==> src/inc/flip_pkg.sv <==
package flip_pkg;

  // ----------------------------------------------------------------
  // Sizes
  // ----------------------------------------------------------------
  localparam int unsigned NUM_SRC    = 20;
  localparam int unsigned IDX_W      = 5;
  localparam int unsigned LVL_W      = 2;
  localparam int unsigned NUM_LVL    = 4;
  localparam int unsigned VEC_W      = 16;
  localparam int unsigned ADDR_W     = 8;
  localparam int unsigned DATA_W     = 32;
  localparam int unsigned CALL_MCYC  = 4;
  localparam logic [2:0]  CALL_LAST  = 3'h3;

  // ----------------------------------------------------------------
  // Register map (byte addresses)
  // ----------------------------------------------------------------
  localparam logic [ADDR_W-1:0] OFS_ENABLE  = 8'h00;
  localparam logic [ADDR_W-1:0] OFS_PRIO_LO = 8'h04;
  localparam logic [ADDR_W-1:0] OFS_PRIO_HI = 8'h08;
  localparam logic [ADDR_W-1:0] OFS_CTRL    = 8'h0c;
  localparam logic [ADDR_W-1:0] OFS_STATUS  = 8'h10;
  localparam logic [ADDR_W-1:0] OFS_FLAGS   = 8'h14;

  // Field positions
  localparam int unsigned GLOBAL_EN_BIT  = 31;
  localparam int unsigned EXT0_EDGE_BIT  = 0;
  localparam int unsigned EXT1_EDGE_BIT  = 1;
  localparam int unsigned HWCLR_LSB      = 2;
  localparam int unsigned NUM_HWCLR      = 4;
  localparam int unsigned ST_CALL_BIT    = 4;
  localparam int unsigned ST_VEC_LSB     = 8;

  // Source positions, in arbitration ranking order (rank = index + 1)
  localparam int unsigned SRC_EXT0  = 0;
  localparam int unsigned SRC_TMR0  = 1;
  localparam int unsigned SRC_EXT1  = 2;
  localparam int unsigned SRC_TMR1  = 3;
  localparam int unsigned SRC_TMR2  = 5;
  localparam int unsigned SRC_EXT2  = 10;

  localparam logic [1:0] RESP_OKAY   = 2'h0;
  localparam logic [1:0] RESP_SLVERR = 2'h2;

  // ----------------------------------------------------------------
  // Types
  // ----------------------------------------------------------------
  typedef enum logic [2:0] {
    CALL_IDLE = 3'h1,
    CALL_REQ  = 3'h2,
    CALL_RUN  = 3'h4
  } flip_state_type;

  typedef struct packed {
    logic [ADDR_W-1:0] awaddr;
    logic              awvalid;
    logic [DATA_W-1:0] wdata;
    logic [3:0]        wstrb;
    logic              wvalid;
    logic              bready;
    logic [ADDR_W-1:0] araddr;
    logic              arvalid;
    logic              rready;
  } flip_axi_req_type;

  typedef struct packed {
    logic              awready;
    logic              wready;
    logic              bvalid;
    logic [1:0]        bresp;
    logic              arready;
    logic              rvalid;
    logic [DATA_W-1:0] rdata;
    logic [1:0]        rresp;
  } flip_axi_rsp_type;

  // Fixed vector of each source, by ranking index
  function automatic logic [VEC_W-1:0] vector_of(input logic [4:0] idx);
    case (idx)
      5'h00:   vector_of = 16'h0003;
      5'h01:   vector_of = 16'h000b;
      5'h02:   vector_of = 16'h0013;
      5'h03:   vector_of = 16'h001b;
      5'h04:   vector_of = 16'h0023;
      5'h05:   vector_of = 16'h002b;
      5'h06:   vector_of = 16'h0033;
      5'h07:   vector_of = 16'h003b;
      5'h08:   vector_of = 16'h007b;
      5'h09:   vector_of = 16'h0083;
      5'h0a:   vector_of = 16'h0043;
      5'h0b:   vector_of = 16'h004b;
      5'h0c:   vector_of = 16'h0053;
      5'h0d:   vector_of = 16'h005b;
      5'h0e:   vector_of = 16'h0073;
      5'h0f:   vector_of = 16'h006b;
      5'h10:   vector_of = 16'h008b;
      5'h11:   vector_of = 16'h0093;
      5'h12:   vector_of = 16'h009b;
      5'h13:   vector_of = 16'h0063;
      default: vector_of = 16'h0000;
    endcase
  endfunction : vector_of

endpackage : flip_pkg

==> src/logic/flip_resolver.sv <==
`timescale 1ns/10ps
module flip_resolver (
  input  wire logic [19:0] req,
  input  wire logic [19:0] prio_hi,
  input  wire logic [19:0] prio_lo,
  output logic             found,
  output logic [4:0]       idx,
  output logic [1:0]       level
);

  logic [1:0] lvl [20];

  // ----------------------------------------------------------------
  // Level of each source
  // ----------------------------------------------------------------
  genvar g;
  generate
    for (g = 0; g < 20; g++) begin : g_lvl
      assign lvl[g] = {prio_hi[g], prio_lo[g]};
    end
  endgenerate

  // ----------------------------------------------------------------
  // Highest level first, lowest ranking index within a level
  // ----------------------------------------------------------------
  always_comb begin
    found = 1'b0;
    idx   = 5'h00;
    level = 2'h0;
    for (int l = 3; l >= 0; l--) begin
      for (int s = 0; s < 20; s++) begin
        if (!found && req[s] && lvl[s] == 2'(l)) begin
          found = 1'b1;
          idx   = 5'(s);
          level = 2'(l);
        end
      end
    end
  end

endmodule : flip_resolver

==> src/logic/flip_controller.sv <==
// Added by the designer: the AXI4-Lite register port and the register addresses.
`timescale 1ns/10ps
module flip_controller (
  input  wire logic                       clk,
  input  wire logic                       reset_n,
  input  wire flip_pkg::flip_axi_req_type axi_req,
  output flip_pkg::flip_axi_rsp_type      axi_rsp,
  input  wire logic [19:0]                periph_flags,
  input  wire logic                       tmr2_overflow_flag,
  input  wire logic                       tmr2_external_flag,
  input  wire logic                       ext_irq_pin_0,
  input  wire logic                       ext_irq_pin_1,
  input  wire logic                       mc_strobe,
  input  wire logic                       last_cycle,
  input  wire logic                       instr_writes_irq_regs,
  input  wire logic                       instr_is_return_from_interrupt,
  input  wire logic                       call_ack,
  output logic                            call_req_r,
  output logic [15:0]                     call_vector_r,
  output logic [19:0]                     flag_clear_r,
  output logic [3:0]                      in_service_r
);

  // ----------------------------------------------------------------
  // Declarations
  // ----------------------------------------------------------------
  flip_pkg::flip_axi_rsp_type rsp_r;
  flip_pkg::flip_state_type   state_r;

  logic [19:0] enable_r;
  logic        global_en_r;
  logic [19:0] prio_lo_r;
  logic [19:0] prio_hi_r;
  logic [1:0]  edge_mode_r;
  logic [3:0]  hwclr_sel_r;

  logic        aw_held_r;
  logic [7:0]  aw_addr_r;
  logic        w_held_r;
  logic [31:0] w_data_r;
  logic [3:0]  w_strb_r;
  logic        wr_fire;
  logic        wr_ok;
  logic [31:0] en_word, lo_word, hi_word, ctl_word;

  logic [1:0]  pin_meta_r;
  logic [1:0]  pin_sync_r;
  logic [1:0]  pin_prev_r;
  logic [1:0]  ext_flag_r;
  logic [1:0]  ext_flag_nxt;
  logic [1:0]  ext_sw_clr;

  logic [19:0] flags_all;
  logic [19:0] req_live;
  logic        res_found;
  logic [4:0]  res_idx;
  logic [1:0]  res_level;
  logic        svc_any;
  logic [1:0]  svc_level;
  logic        poll_ok;
  logic        return_from_interrupt_done;
  logic        vectoring;
  logic [4:0]  grant_idx_r;
  logic [1:0]  grant_lvl_r;
  logic [2:0]  mcyc_cnt_r;
  logic [3:0]  in_service_nxt;
  logic [19:0] clear_nxt;

  assign axi_rsp = rsp_r;

  // ----------------------------------------------------------------
  // Helpers
  // ----------------------------------------------------------------
  function automatic logic [31:0] merge(input logic [31:0] old,
                                        input logic [31:0] data,
                                        input logic [3:0]  strb);
    logic [31:0] res;
    res = old;
    for (int b = 0; b < 4; b++) begin
      if (strb[b]) begin
        res[b*8 +: 8] = data[b*8 +: 8];
      end
    end
    merge = res;
  endfunction : merge

  function automatic logic is_mapped(input logic [7:0] a);
    is_mapped = (a == flip_pkg::OFS_ENABLE)  ||
                (a == flip_pkg::OFS_PRIO_LO) ||
                (a == flip_pkg::OFS_PRIO_HI) ||
                (a == flip_pkg::OFS_CTRL)    ||
                (a == flip_pkg::OFS_STATUS)  ||
                (a == flip_pkg::OFS_FLAGS);
  endfunction : is_mapped

  // ----------------------------------------------------------------
  // Bus write channel
  // ----------------------------------------------------------------
  // Both address and data must be held before the write lands, so
  // either arrival order is accepted.
  assign wr_fire = aw_held_r && w_held_r && !rsp_r.bvalid;
  assign wr_ok   = is_mapped(aw_addr_r);
  assign en_word  = merge({global_en_r, 11'h000, enable_r}, w_data_r,
                          w_strb_r);
  assign lo_word  = merge({12'h000, prio_lo_r}, w_data_r, w_strb_r);
  assign hi_word  = merge({12'h000, prio_hi_r}, w_data_r, w_strb_r);
  assign ctl_word = merge({26'h0000000, hwclr_sel_r, edge_mode_r},
                          w_data_r, w_strb_r);

  always_ff @(posedge clk or negedge reset_n) begin
    if (!reset_n) begin
      aw_held_r     <= 1'b0;
      aw_addr_r     <= 8'h00;
      w_held_r      <= 1'b0;
      w_data_r      <= 32'h0000_0000;
      w_strb_r      <= 4'h0;
      rsp_r.awready <= 1'b1;
      rsp_r.wready  <= 1'b1;
      rsp_r.bvalid  <= 1'b0;
      rsp_r.bresp   <= flip_pkg::RESP_OKAY;
    end else begin
      if (axi_req.awvalid && rsp_r.awready) begin
        aw_held_r     <= 1'b1;
        aw_addr_r     <= axi_req.awaddr;
        rsp_r.awready <= 1'b0;
      end
      if (axi_req.wvalid && rsp_r.wready) begin
        w_held_r     <= 1'b1;
        w_data_r     <= axi_req.wdata;
        w_strb_r     <= axi_req.wstrb;
        rsp_r.wready <= 1'b0;
      end
      if (wr_fire) begin
        aw_held_r    <= 1'b0;
        w_held_r     <= 1'b0;
        rsp_r.bvalid <= 1'b1;
        rsp_r.bresp  <= wr_ok ? flip_pkg::RESP_OKAY : flip_pkg::RESP_SLVERR;
      end
      if (rsp_r.bvalid && axi_req.bready) begin
        rsp_r.bvalid  <= 1'b0;
        rsp_r.awready <= 1'b1;
        rsp_r.wready  <= 1'b1;
      end
    end
  end

  // ----------------------------------------------------------------
  // Configuration registers
  // ----------------------------------------------------------------
  always_ff @(posedge clk or negedge reset_n) begin
    if (!reset_n) begin
      enable_r    <= 20'h00000;
      global_en_r <= 1'b0;
      prio_lo_r   <= 20'h00000;
      prio_hi_r   <= 20'h00000;
      edge_mode_r <= 2'h0;
      hwclr_sel_r <= 4'h0;
    end else if (wr_fire) begin
      case (aw_addr_r)
        flip_pkg::OFS_ENABLE: begin
          global_en_r <= en_word[flip_pkg::GLOBAL_EN_BIT];
          enable_r    <= en_word[19:0];
        end
        flip_pkg::OFS_PRIO_LO: begin
          prio_lo_r <= lo_word[19:0];
        end
        flip_pkg::OFS_PRIO_HI: begin
          prio_hi_r <= hi_word[19:0];
        end
        flip_pkg::OFS_CTRL: begin
          {hwclr_sel_r, edge_mode_r} <= ctl_word[5:0];
        end
        default: begin
          enable_r <= enable_r;
        end
      endcase
    end
  end

  // ----------------------------------------------------------------
  // Bus read channel
  // ----------------------------------------------------------------
  always_ff @(posedge clk or negedge reset_n) begin
    if (!reset_n) begin
      rsp_r.arready <= 1'b1;
      rsp_r.rvalid  <= 1'b0;
      rsp_r.rdata   <= 32'h0000_0000;
      rsp_r.rresp   <= flip_pkg::RESP_OKAY;
    end else if (axi_req.arvalid && rsp_r.arready) begin
      rsp_r.arready <= 1'b0;
      rsp_r.rvalid  <= 1'b1;
      rsp_r.rresp   <= is_mapped(axi_req.araddr) ? flip_pkg::RESP_OKAY
                                                 : flip_pkg::RESP_SLVERR;
      case (axi_req.araddr)
        flip_pkg::OFS_ENABLE:  rsp_r.rdata <= {global_en_r, 11'h000,
                                              enable_r};
        flip_pkg::OFS_PRIO_LO: rsp_r.rdata <= {12'h000, prio_lo_r};
        flip_pkg::OFS_PRIO_HI: rsp_r.rdata <= {12'h000, prio_hi_r};
        flip_pkg::OFS_CTRL:    rsp_r.rdata <= {26'h0000000, hwclr_sel_r,
                                              edge_mode_r};
        flip_pkg::OFS_STATUS:  rsp_r.rdata <= {8'h00, call_vector_r,
                                              3'h0, call_req_r,
                                              in_service_r};
        flip_pkg::OFS_FLAGS:   rsp_r.rdata <= {12'h000, flags_all};
        default:               rsp_r.rdata <= 32'h0000_0000;
      endcase
    end else if (rsp_r.rvalid && axi_req.rready) begin
      rsp_r.rvalid  <= 1'b0;
      rsp_r.arready <= 1'b1;
    end
  end

  // ----------------------------------------------------------------
  // External pins 0 and 1
  // ----------------------------------------------------------------
  always_ff @(posedge clk or negedge reset_n) begin
    if (!reset_n) begin
      pin_meta_r <= 2'h3;
      pin_sync_r <= 2'h3;
    end else begin
      pin_meta_r <= {ext_irq_pin_1, ext_irq_pin_0};
      pin_sync_r <= pin_meta_r;
    end
  end

  // Writing one to a flag bit clears an edge-captured flag
  assign ext_sw_clr = (wr_fire && aw_addr_r == flip_pkg::OFS_FLAGS &&
                       w_strb_r[0]) ?
                      {w_data_r[flip_pkg::SRC_EXT1],
                       w_data_r[flip_pkg::SRC_EXT0]} : 2'h0;

  always_comb begin
    ext_flag_nxt = ext_flag_r;
    for (int i = 0; i < 2; i++) begin
      if (!edge_mode_r[i]) begin
        ext_flag_nxt[i] = ~pin_sync_r[i];
      end else if (mc_strobe && pin_prev_r[i] && !pin_sync_r[i]) begin
        ext_flag_nxt[i] = 1'b1; // Set beats any clear
      end else if (ext_sw_clr[i] || clear_nxt[2*i]) begin
        ext_flag_nxt[i] = 1'b0;
      end
    end
  end

  always_ff @(posedge clk or negedge reset_n) begin
    if (!reset_n) begin
      pin_prev_r <= 2'h3;
      ext_flag_r <= 2'h0;
    end else begin
      if (mc_strobe) begin
        pin_prev_r <= pin_sync_r;
      end
      ext_flag_r <= ext_flag_nxt;
    end
  end

  // ----------------------------------------------------------------
  // Request gathering and resolution
  // ----------------------------------------------------------------
  always_comb begin
    flags_all = periph_flags;
    flags_all[flip_pkg::SRC_EXT0] = ext_flag_r[0];
    flags_all[flip_pkg::SRC_EXT1] = ext_flag_r[1];
    flags_all[flip_pkg::SRC_TMR2] = tmr2_overflow_flag |
                                    tmr2_external_flag;
  end

  // Live flags only: nothing denied is kept for a later poll
  assign req_live = flags_all & enable_r & {20{global_en_r}};

  flip_resolver u_resolver (
    .req     (req_live),
    .prio_hi (prio_hi_r),
    .prio_lo (prio_lo_r),
    .found   (res_found),
    .idx     (res_idx),
    .level   (res_level)
  );

  always_comb begin
    svc_any   = |in_service_r;
    svc_level = 2'h0;
    for (int l = 0; l < 4; l++) begin
      if (in_service_r[l]) begin
        svc_level = 2'(l);
      end
    end
  end

  // No level can exceed svc_level 3, so level 3 is never preempted
  assign poll_ok = (state_r == flip_pkg::CALL_IDLE) && mc_strobe &&
                   res_found &&
                   (!svc_any || res_level > svc_level) &&
                   last_cycle &&
                   !instr_writes_irq_regs && !instr_is_return_from_interrupt;

  assign return_from_interrupt_done = mc_strobe && last_cycle && instr_is_return_from_interrupt;
  assign vectoring = (state_r == flip_pkg::CALL_REQ) && call_ack;

  // ----------------------------------------------------------------
  // Call sequence
  // ----------------------------------------------------------------
  // The sequencer pushes only the program counter, as a plain call
  // does; status word saving stays with the service routine.
  always_ff @(posedge clk or negedge reset_n) begin
    if (!reset_n) begin
      state_r       <= flip_pkg::CALL_IDLE;
      call_req_r    <= 1'b0;
      call_vector_r <= 16'h0000;
      grant_idx_r   <= 5'h00;
      grant_lvl_r   <= 2'h0;
      mcyc_cnt_r    <= 3'h0;
    end else begin
      case (state_r)
        flip_pkg::CALL_IDLE: begin
          if (poll_ok) begin
            state_r       <= flip_pkg::CALL_REQ;
            call_req_r    <= 1'b1;
            call_vector_r <= flip_pkg::vector_of(res_idx);
            grant_idx_r   <= res_idx;
            grant_lvl_r   <= res_level;
          end
        end
        flip_pkg::CALL_REQ: begin
          if (call_ack) begin
            state_r    <= flip_pkg::CALL_RUN;
            call_req_r <= 1'b0;
            mcyc_cnt_r <= 3'h0;
          end
        end
        flip_pkg::CALL_RUN: begin
          // No poll until the call's machine cycles are spent
          if (mc_strobe) begin
            if (mcyc_cnt_r == flip_pkg::CALL_LAST) begin
              state_r <= flip_pkg::CALL_IDLE;
            end else begin
              mcyc_cnt_r <= mcyc_cnt_r + 3'h1;
            end
          end
        end
        default: begin
          state_r    <= flip_pkg::CALL_IDLE;
          call_req_r <= 1'b0;
        end
      endcase
    end
  end

  // ----------------------------------------------------------------
  // In-service record
  // ----------------------------------------------------------------
  always_comb begin
    in_service_nxt = in_service_r;
    if (return_from_interrupt_done && svc_any) begin
      in_service_nxt[svc_level] = 1'b0;
    end
    if (vectoring) begin
      in_service_nxt[grant_lvl_r] = 1'b1;
    end
  end

  always_ff @(posedge clk or negedge reset_n) begin
    if (!reset_n) begin
      in_service_r <= 4'h0;
    end else begin
      in_service_r <= in_service_nxt;
    end
  end

  // ----------------------------------------------------------------
  // Hardware flag clearing on vectoring
  // ----------------------------------------------------------------
  always_comb begin
    clear_nxt = 20'h00000;
    if (vectoring) begin
      case (grant_idx_r)
        5'(flip_pkg::SRC_TMR0),
        5'(flip_pkg::SRC_TMR1): clear_nxt[grant_idx_r] = 1'b1;
        5'(flip_pkg::SRC_EXT0): clear_nxt[grant_idx_r] = edge_mode_r[0];
        5'(flip_pkg::SRC_EXT1): clear_nxt[grant_idx_r] = edge_mode_r[1];
        default: begin
          for (int k = 0; k < 4; k++) begin
            if (grant_idx_r == 5'(flip_pkg::SRC_EXT2 + k)) begin
              clear_nxt[grant_idx_r] = hwclr_sel_r[k];
            end
          end
        end
      endcase
    end
  end

  always_ff @(posedge clk or negedge reset_n) begin
    if (!reset_n) begin
      flag_clear_r <= 20'h00000;
    end else begin
      flag_clear_r <= clear_nxt;
    end
  end

endmodule : flip_controller

==> config.mk <==
export PLATFORM = sky130hd
export DESIGN_NAME = flip_controller
export DESIGN_NICKNAME = d
export VERILOG_FILES = /design/src/inc/flip_pkg.sv /design/src/logic/flip_resolver.sv /design/src/logic/flip_controller.sv
export SDC_FILE = /design/constraint.sdc
export NUM_CORES = 1
export LEC_CHECK = 0
export ABC_AREA = 0
export BUFFER_PORTS_ARGS = -buffer_cell sky130_fd_sc_hd__buf_2
export CORE_ASPECT_RATIO = 1.25
export CORE_UTILIZATION = 55
export DETAILED_ROUTE_END_ITERATION = 16
export HOLD_SLACK_MARGIN = 0.12
export PLACE_DENSITY_LB_ADDON = 0.1
export SLEW_MARGIN = 0
export SYNTH_ARGS = -nofsm -noshare
export SYNTH_HDL_FRONTEND = slang
export SYNTH_SLANG_ARGS = --single-unit
==> constraint.sdc <==
create_clock -name clk -period 5 [get_ports clk]
set_clock_uncertainty 0.1 [all_clocks]
set_input_delay 1.5 -clock clk [delete_from_list [all_inputs] [get_ports clk]]
set_output_delay 1.5 -clock clk [all_outputs]
set_load 0.005 [all_outputs]
==> run_results.csv, run 1 <==
group,metric,value,unit
floorplanning,io_pins,170,
floorplanning,start_util,0.560,
layout,final_layout_size_suffix_gt1_frac,0.307,
power,switching_share,0.308,
synth,synth-main-ff-cell,"dfrtp_1",
clock_network,cts_sinks,182,
synth,synth.avg_cell_area,10.3,um2
timing,fmax,0.222,GHz
synth,synth-seq-cells,182,
placement,port_buffers,133,
synth,async_reset_ff_frac,1.00,
timing,rsz0062_at_grt,"false",
grt,track_usage,0.315,
detailed_routing,finalWirelength,28500,um
layout,multi_input_area,5200,um2
power,clkPwrFrac,0.352,
detailed_routing,routedWlPerCell,20.5,um
grt,grt_util_met3,0.0467,
synth,syn_area,10100,um2
job,cap_violations,0,
floorplanning,fp.dieArea,19000,um2
layout,regArea,4570,um2
worst_hold_path,hp-class,"register to register",
clock_network,cts_root_buffer,"clkbuf_16",
synth,synth_cell_types,84,
grt,grt_overflow_total,0,
detailed_routing,post-route-drc-count,0,
grt,use_met2,0.497,
timing,maxSlewViolCount,0,
clock_network,cts_tree,"yes",
detailed_routing,ant_nets,0,
power,p_switching,1190,uW
power,seqPwrFrac,0.516,
detailed_routing,num_vias,8489,
timing,slew-limit-headroom,0.201,
clock_network,cts_resized,0,
synth,ys_seq_area_frac,0.451,
detailed_routing,drtPass1Iterations,5,
setup_path,crit_required,5.23,ns
timing,tns,0,ns
timing,timing.final.crit_period,4.50,ns
timing,max_slew.worst_pin.slew,1.20,ns
setup_path,crit_type,"input pin to register",
setup_path,crit_path_top_delay_cell,"nor4_2",
setup_path,critical_path_arrival,4.73,ns
floorplanning,rows,55,
clock_network,postCtsSetupRepairBufs,0,
timing,hold_violations,0,
layout,final_cell_count_no_fill,1391,
power,cellPowerDensity,326,nW/um2
placement,placedCellCount,1359,
synth,synth_edf_count,0,
power,p_comb_frac,0.133,
synth,yosys_warnings,0,
grt,grt.busiest_layer,"met2",
floorplanning,chipHeight,154,um
detailed_routing,drt_iter0_markers,701,
setup_path,worstPathCellList,"buf_2, nand4_1, or2_1, and4bb_2, nand4_4, buf_4, nor4_1, buf_4, nor4_2, nand4_1, nor4_2, inv_1, ha_1, o31ai_1, o21ai_1",
layout,fin_nets,1246,
setup_path,worst-path-max-fanout,17,
power,ir_drop,0.000366,V
clock_network,cts_made_buffers,17,
layout,antenna_cells,0,
placement,place_hpwl,21700,um
clock_network,cts_buffer_depth,2,
layout,area_growth,16.7,%
grt,grt_pass1_wl,44900,um
clock_network,cts_hold_buf,0,
detailed_routing,viasPerCell,6.10,
grt,grt_pass1_vias,8262,
setup_path,cp-start-kind,"input pin",
power,p_leak,0.00564,uW
layout,n_fill_cell,1488,
grt,grt_max_degree,80,
clock_network,clk_pin_slew_worst_paths,0.08,ns
clock_network,cts_max_level,4,
power,p_int,2670,uW
grt,antenna_found_initial,0,
clock_network,clk_latency,0.44,ns
setup_path,cp-end-kind,"register",
placement,gp_congestion,0.953,
timing,fin_crit_sh,0.900,
grt,grt_use_met1,0.428,
timing,setup_violations,0,
floorplanning,core_region_area,18100,um2
setup_path,slowest_delay,0.57,ns
synth,synthCells,981,
floorplanning,die_x,123,um
status,status,"finished clean",
[registers in the layout, indices dropped and copies added, names as in the netlist, 3 cells and up]
register / count
aw_addr_r: 8
axi_rsp: 28
call_vector_r: 6
enable_r: 20
flag_clear_r: 20
grant_idx_r: 5
hwclr_sel_r: 4
in_service_r: 4
mcyc_cnt_r: 3
prio_hi_r: 20
prio_lo_r: 20
state_r: 3
w_data_r: 21
w_strb_r: 4
[cell usage after synthesis (9+ instances only)]
library cell,number,area share
a22o_1,18,0.016
a21oi_1,34,0.017
o22ai_1,13,0.0080
nand2b_1,10,0.0062
mux2_2,103,0.11
a221oi_1,10,0.0086
nand3_1,31,0.015
mux2i_1,18,0.018
buf_4,25,0.019
nor3_1,13,0.0064
dfstp_2,10,0.026
nor2_1,59,0.022
and3_1,15,0.0093
nand2_1,83,0.031
o211ai_1,14,0.010
clkbuf_1,27,0.010
dfrtp_1,172,0.43
nand4_1,29,0.018
a22oi_1,20,0.015
nand4b_1,9,0.0078
and4b_1,12,0.012
o21ai_0,51,0.025
a31oi_1,9,0.0056
and4_1,10,0.0086
inv_1,32,0.012
[kinds of logic after synthesis]
kind of cell / after synthesis / share of synthesized area
AOI/OAI and AO/OA: 233 / 0.160
other: 1 / 0.000370
buffers and inverters: 97 / 0.0492
adders and majority gates: 8 / 0.00988
DFF: 182 / 0.451
muxes: 121 / 0.132
and+or+nand+nor: 339 / 0.197
[critical path: cells and delay by family]
kind,cells,cell delay (ns)
AO/OA/AOI/OAI,2,0.36
adder cells (fa/ha/maj),1,0.33
buffers and inverters,4,0.67
AND/OR/NAND/NOR,8,1.87
[stage by stage]
stage	hold slack [ns]	utilization	area [um2]	total power, uW	worst slack [ns]
detailed placement	0.247	0.620	11200	2520	0.0754
CTS	0.260	0.653	11800	3880	0.521
floorplan	0.245	-	10300	2300	0.497
global placement	0.245	0.620	11200	2490	0.0852
finish	0.259	0.653	11800	3850	0.498
global route	0.260	0.653	11800	4030	0.134
[worst paths after layout]
path                            startpoint                to  slack [ns]  depth (start not counted)
hold reg to reg              pin_meta_r[1]     pin_sync_r[1]        0.26                          0
max in group asynchronous          reset_n     pin_prev_r[1]        2.94                          2
setup / recovery           periph_flags[8]  call_vector_r[3]        0.50                         15
setup reg to reg               global_en_r  call_vector_r[3]        0.69                         15
min in group asynchronous          reset_n       enable_r[9]        0.97                          1
hold / removal               pin_meta_r[1]     pin_sync_r[1]        0.26                          0
[layout by cell type, fill, tap and decap left out, types with 13 or more instances in the layout]
cell type	instances
nand4_1	29
clkbuf_16	17
nor2_1	59
conb_1	34
inv_1	32
buf_2	132
mux2i_1	18
a22o_1	18
dfrtp_1	172
a21oi_1	34
a22oi_1	20
and3_1	15
buf_4	46
o21ai_0	51
nand2_1	83
o211ai_1	14
nand3_1	31
mux2_2	103
o22ai_1	13
[routing by layer]
| layer | vias up | routed length, um |
|---|---|---|
| met5 | - | 0 |
| met4 | 0 | 1010 |
| met3 | 52 | 1670 |
| met2 | 328 | 13500 |
| met1 | 4108 | 12300 |
| li1 | 4001 | - |
[power groups by stage]
stage	Clock (uW)	Sequential (uW)	Combinational, uW
after floorplan	0	1910	386
after global placement	0	2000	496
after detailed placement	0	2010	513
after CTS	1380	1980	515
after global routing	1440	2020	567
final	1360	1990	511
[area by class of cell]
cell class                 instances  area share
inverter                          34      0.0108
clock buffer                      17      0.0360
tap                              228      0.0241
sequential                       182       0.386
timing repair buffer             180      0.0880
clock inverter                    15      0.0152
multi-input combinational        735       0.440
Power figures use the tool's default switching activity.
==> run 2: changes to the inputs <==
PLACE_DENSITY = 0.86   (was default)
PLACE_DENSITY_LB_ADDON = default   (was 0.1)
RECOVER_POWER = 100   (was default)
SKIP_CTS_REPAIR_TIMING = 1   (was default)
==> run_results.csv, run 2 (same netlist as run 1, synthesis figures left out) <==
group,metric,value,unit
status,status,"finished with violations",
status,violations,"max-capacitance violations, max-slew violations",
clock_network,cts_max_level,4,
setup_path,worst-path-max-fanout,6,
layout,regArea,4570,um2
clock_network,cts_tree,"yes",
timing,setup_violations,0,
layout,largest_reg_flops,28,
timing,slew-limit-headroom,-0.699,
timing,timing.final.crit_period,4.75,ns
detailed_routing,num_vias,8874,
clock_network,cts_sinks,182,
setup_path,slowest_delay,0.39,ns
power,cellPowerDensity,325,nW/um2
setup_path,crit_type,"input pin to register",
floorplanning,core_region_area,18100,um2
layout,n_fill_cell,1441,
grt,grt_max_degree,105,
layout,antenna_cells,0,
layout,final_layout_size_suffix_gt1_frac,0.271,
placement,place_hpwl,21700,um
grt,track_usage,0.317,
power,p_switching,1150,uW
layout,multi_input_area,5190,um2
power,clkPwrFrac,0.350,
grt,grt_use_met1,0.402,
power,ir_drop,0.000265,V
detailed_routing,finalWirelength,29100,um
layout,final_cell_mix,"172 x dfrtp_1, 100 x mux2_2, 92 x buf_2, 83 x nand2_1, 59 x nor2_1",
floorplanning,start_util,0.560,
grt,grt_pass1_vias,8699,
setup_path,critical_path_arrival,5.00,ns
clock_network,cts_root_buffer,"clkbuf_16",
power,switching_share,0.297,
grt,grt_overflow_total,0,
timing,maxSlewViolCount,150,
placement,gp_congestion,1.01,
power,p_comb_frac,0.135,
floorplanning,io_pins,170,
layout,layout_commonest_cell,"dfrtp_1",
job,cap_violations,3,
setup_path,worstPathCellList,"clkbuf_1, o2111ai_1, a2bb2oi_1, and4_1, nand4_4, nor2_2, nand2_1, o211ai_1, nor2_1, ha_1, a21oi_1, o21ai_0, a21oi_1, buf_4, inv_1, nor2_1, o31ai_1, o21ai_0",
setup_path,crit_required,5.25,ns
clock_network,cts_buffer_depth,2,
layout,fin_nets,1265,
timing,hold_violations,0,
setup_path,cp-start-kind,"input pin",
timing,tns,0,ns
timing,rsz0062_at_grt,"false",
power,p_int,2720,uW
detailed_routing,post-route-drc-count,0,
worst_hold_path,hp-class,"register to register",
power,seqPwrFrac,0.514,
placement,port_buffers,133,
floorplanning,die_x,123,um
power,p_leak,0.00554,uW
detailed_routing,drt_iter0_markers,814,
detailed_routing,ant_nets,0,
setup_path,crit_path_top_delay_cell,"and4_1",
clock_network,clk_latency,0.44,ns
grt,use_met2,0.524,
detailed_routing,drtPass1Iterations,8,
timing,fmax,0.210,GHz
timing,fin_crit_sh,0.951,
floorplanning,chipHeight,154,um
grt,grt_util_met3,0.0586,
floorplanning,rows,55,
detailed_routing,routedWlPerCell,20.6,um
setup_path,cp-end-kind,"register",
layout,utilization,0.656,
clock_network,cts_made_buffers,17,
floorplanning,fp.dieArea,19000,um2
detailed_routing,viasPerCell,6.29,
grt,grt_pass1_wl,45400,um
layout,area_growth,17.3,%
grt,grt.busiest_layer,"met2",
grt,antenna_found_initial,1,
clock_network,clk_pin_slew_worst_paths,0.07,ns
timing,max_slew.worst_pin.slew,2.55,ns
==> run 2: final timing paths <==
| path | from | end | slack [ns] | cells after the start |
|---|---|---|---|---|
| max | tmr2_external_flag | call_vector_r[3] | 0.25 | 18 |
| min | pin_meta_r[1] | pin_sync_r[1] | 0.26 | 0 |
| max reg2reg | global_en_r | call_vector_r[3] | 0.85 | 18 |
| min reg2reg | pin_meta_r[1] | pin_sync_r[1] | 0.26 | 0 |
| min in group asynchronous | reset_n | flag_clear_r[12] | 1.71 | 1 |
| max in group asynchronous | reset_n | prio_lo_r[4] | 1.06 | 2 |
==> run 2: final cells by class <==
| type | instances | share of cell area |
|---|---|---|
| multi-input combinational | 735 | 0.437 |
| sequential | 182 | 0.384 |
| timing repair buffer | 199 | 0.0932 |
| clock buffer | 19 | 0.0373 |
| tap | 228 | 0.0240 |
| clock inverter | 13 | 0.0134 |
| inverter | 34 | 0.0107 |
==> run 2: power by group through the flow <==
stage | Sequential [uW] | Combinational, uW | Clock (uW)
2_1_floorplan | 1910 | 386 | 0
3_3_place_gp | 1990 | 502 | 0
3_5_place_dp | 2010 | 527 | 0
4_1_cts | 1980 | 532 | 1370
5_1_grt | 2020 | 583 | 1430
6_report | 1990 | 523 | 1350
==> run 2: per-stage QoR <==
step | power [uW] | instance area (um2) | std cells | setup slack (ns) | hold WS (ns)
global placement | 2490 | 11400 | 1378 | -0.0247 | 0.246
global route | 4030 | 11900 | 1410 | 0.0836 | 0.265
CTS | 3880 | 12000 | 1410 | 0.328 | 0.259
detailed placement | 2530 | 11400 | 1378 | -0.0827 | 0.249
floorplan | 2300 | 10300 | 1014 | 0.497 | 0.245
finish | 3860 | 11900 | 1410 | 0.246 | 0.257
==> run 2: metal layers <==
layer	part of all wire	wire [um]
met1	0.40	11600
met2	0.49	14300
met3	0.073	2130
met4	0.037	1080
met5	0.00045	13
==> run 2: worst max-delay path, delay by kind of cell <==
family	cells	cell delay, ns
AOI/OAI and AO/OA	8	1.50
adders and majority gates	1	0.29
buffers and inverters	3	0.35
and+or+nand+nor	6	1.36
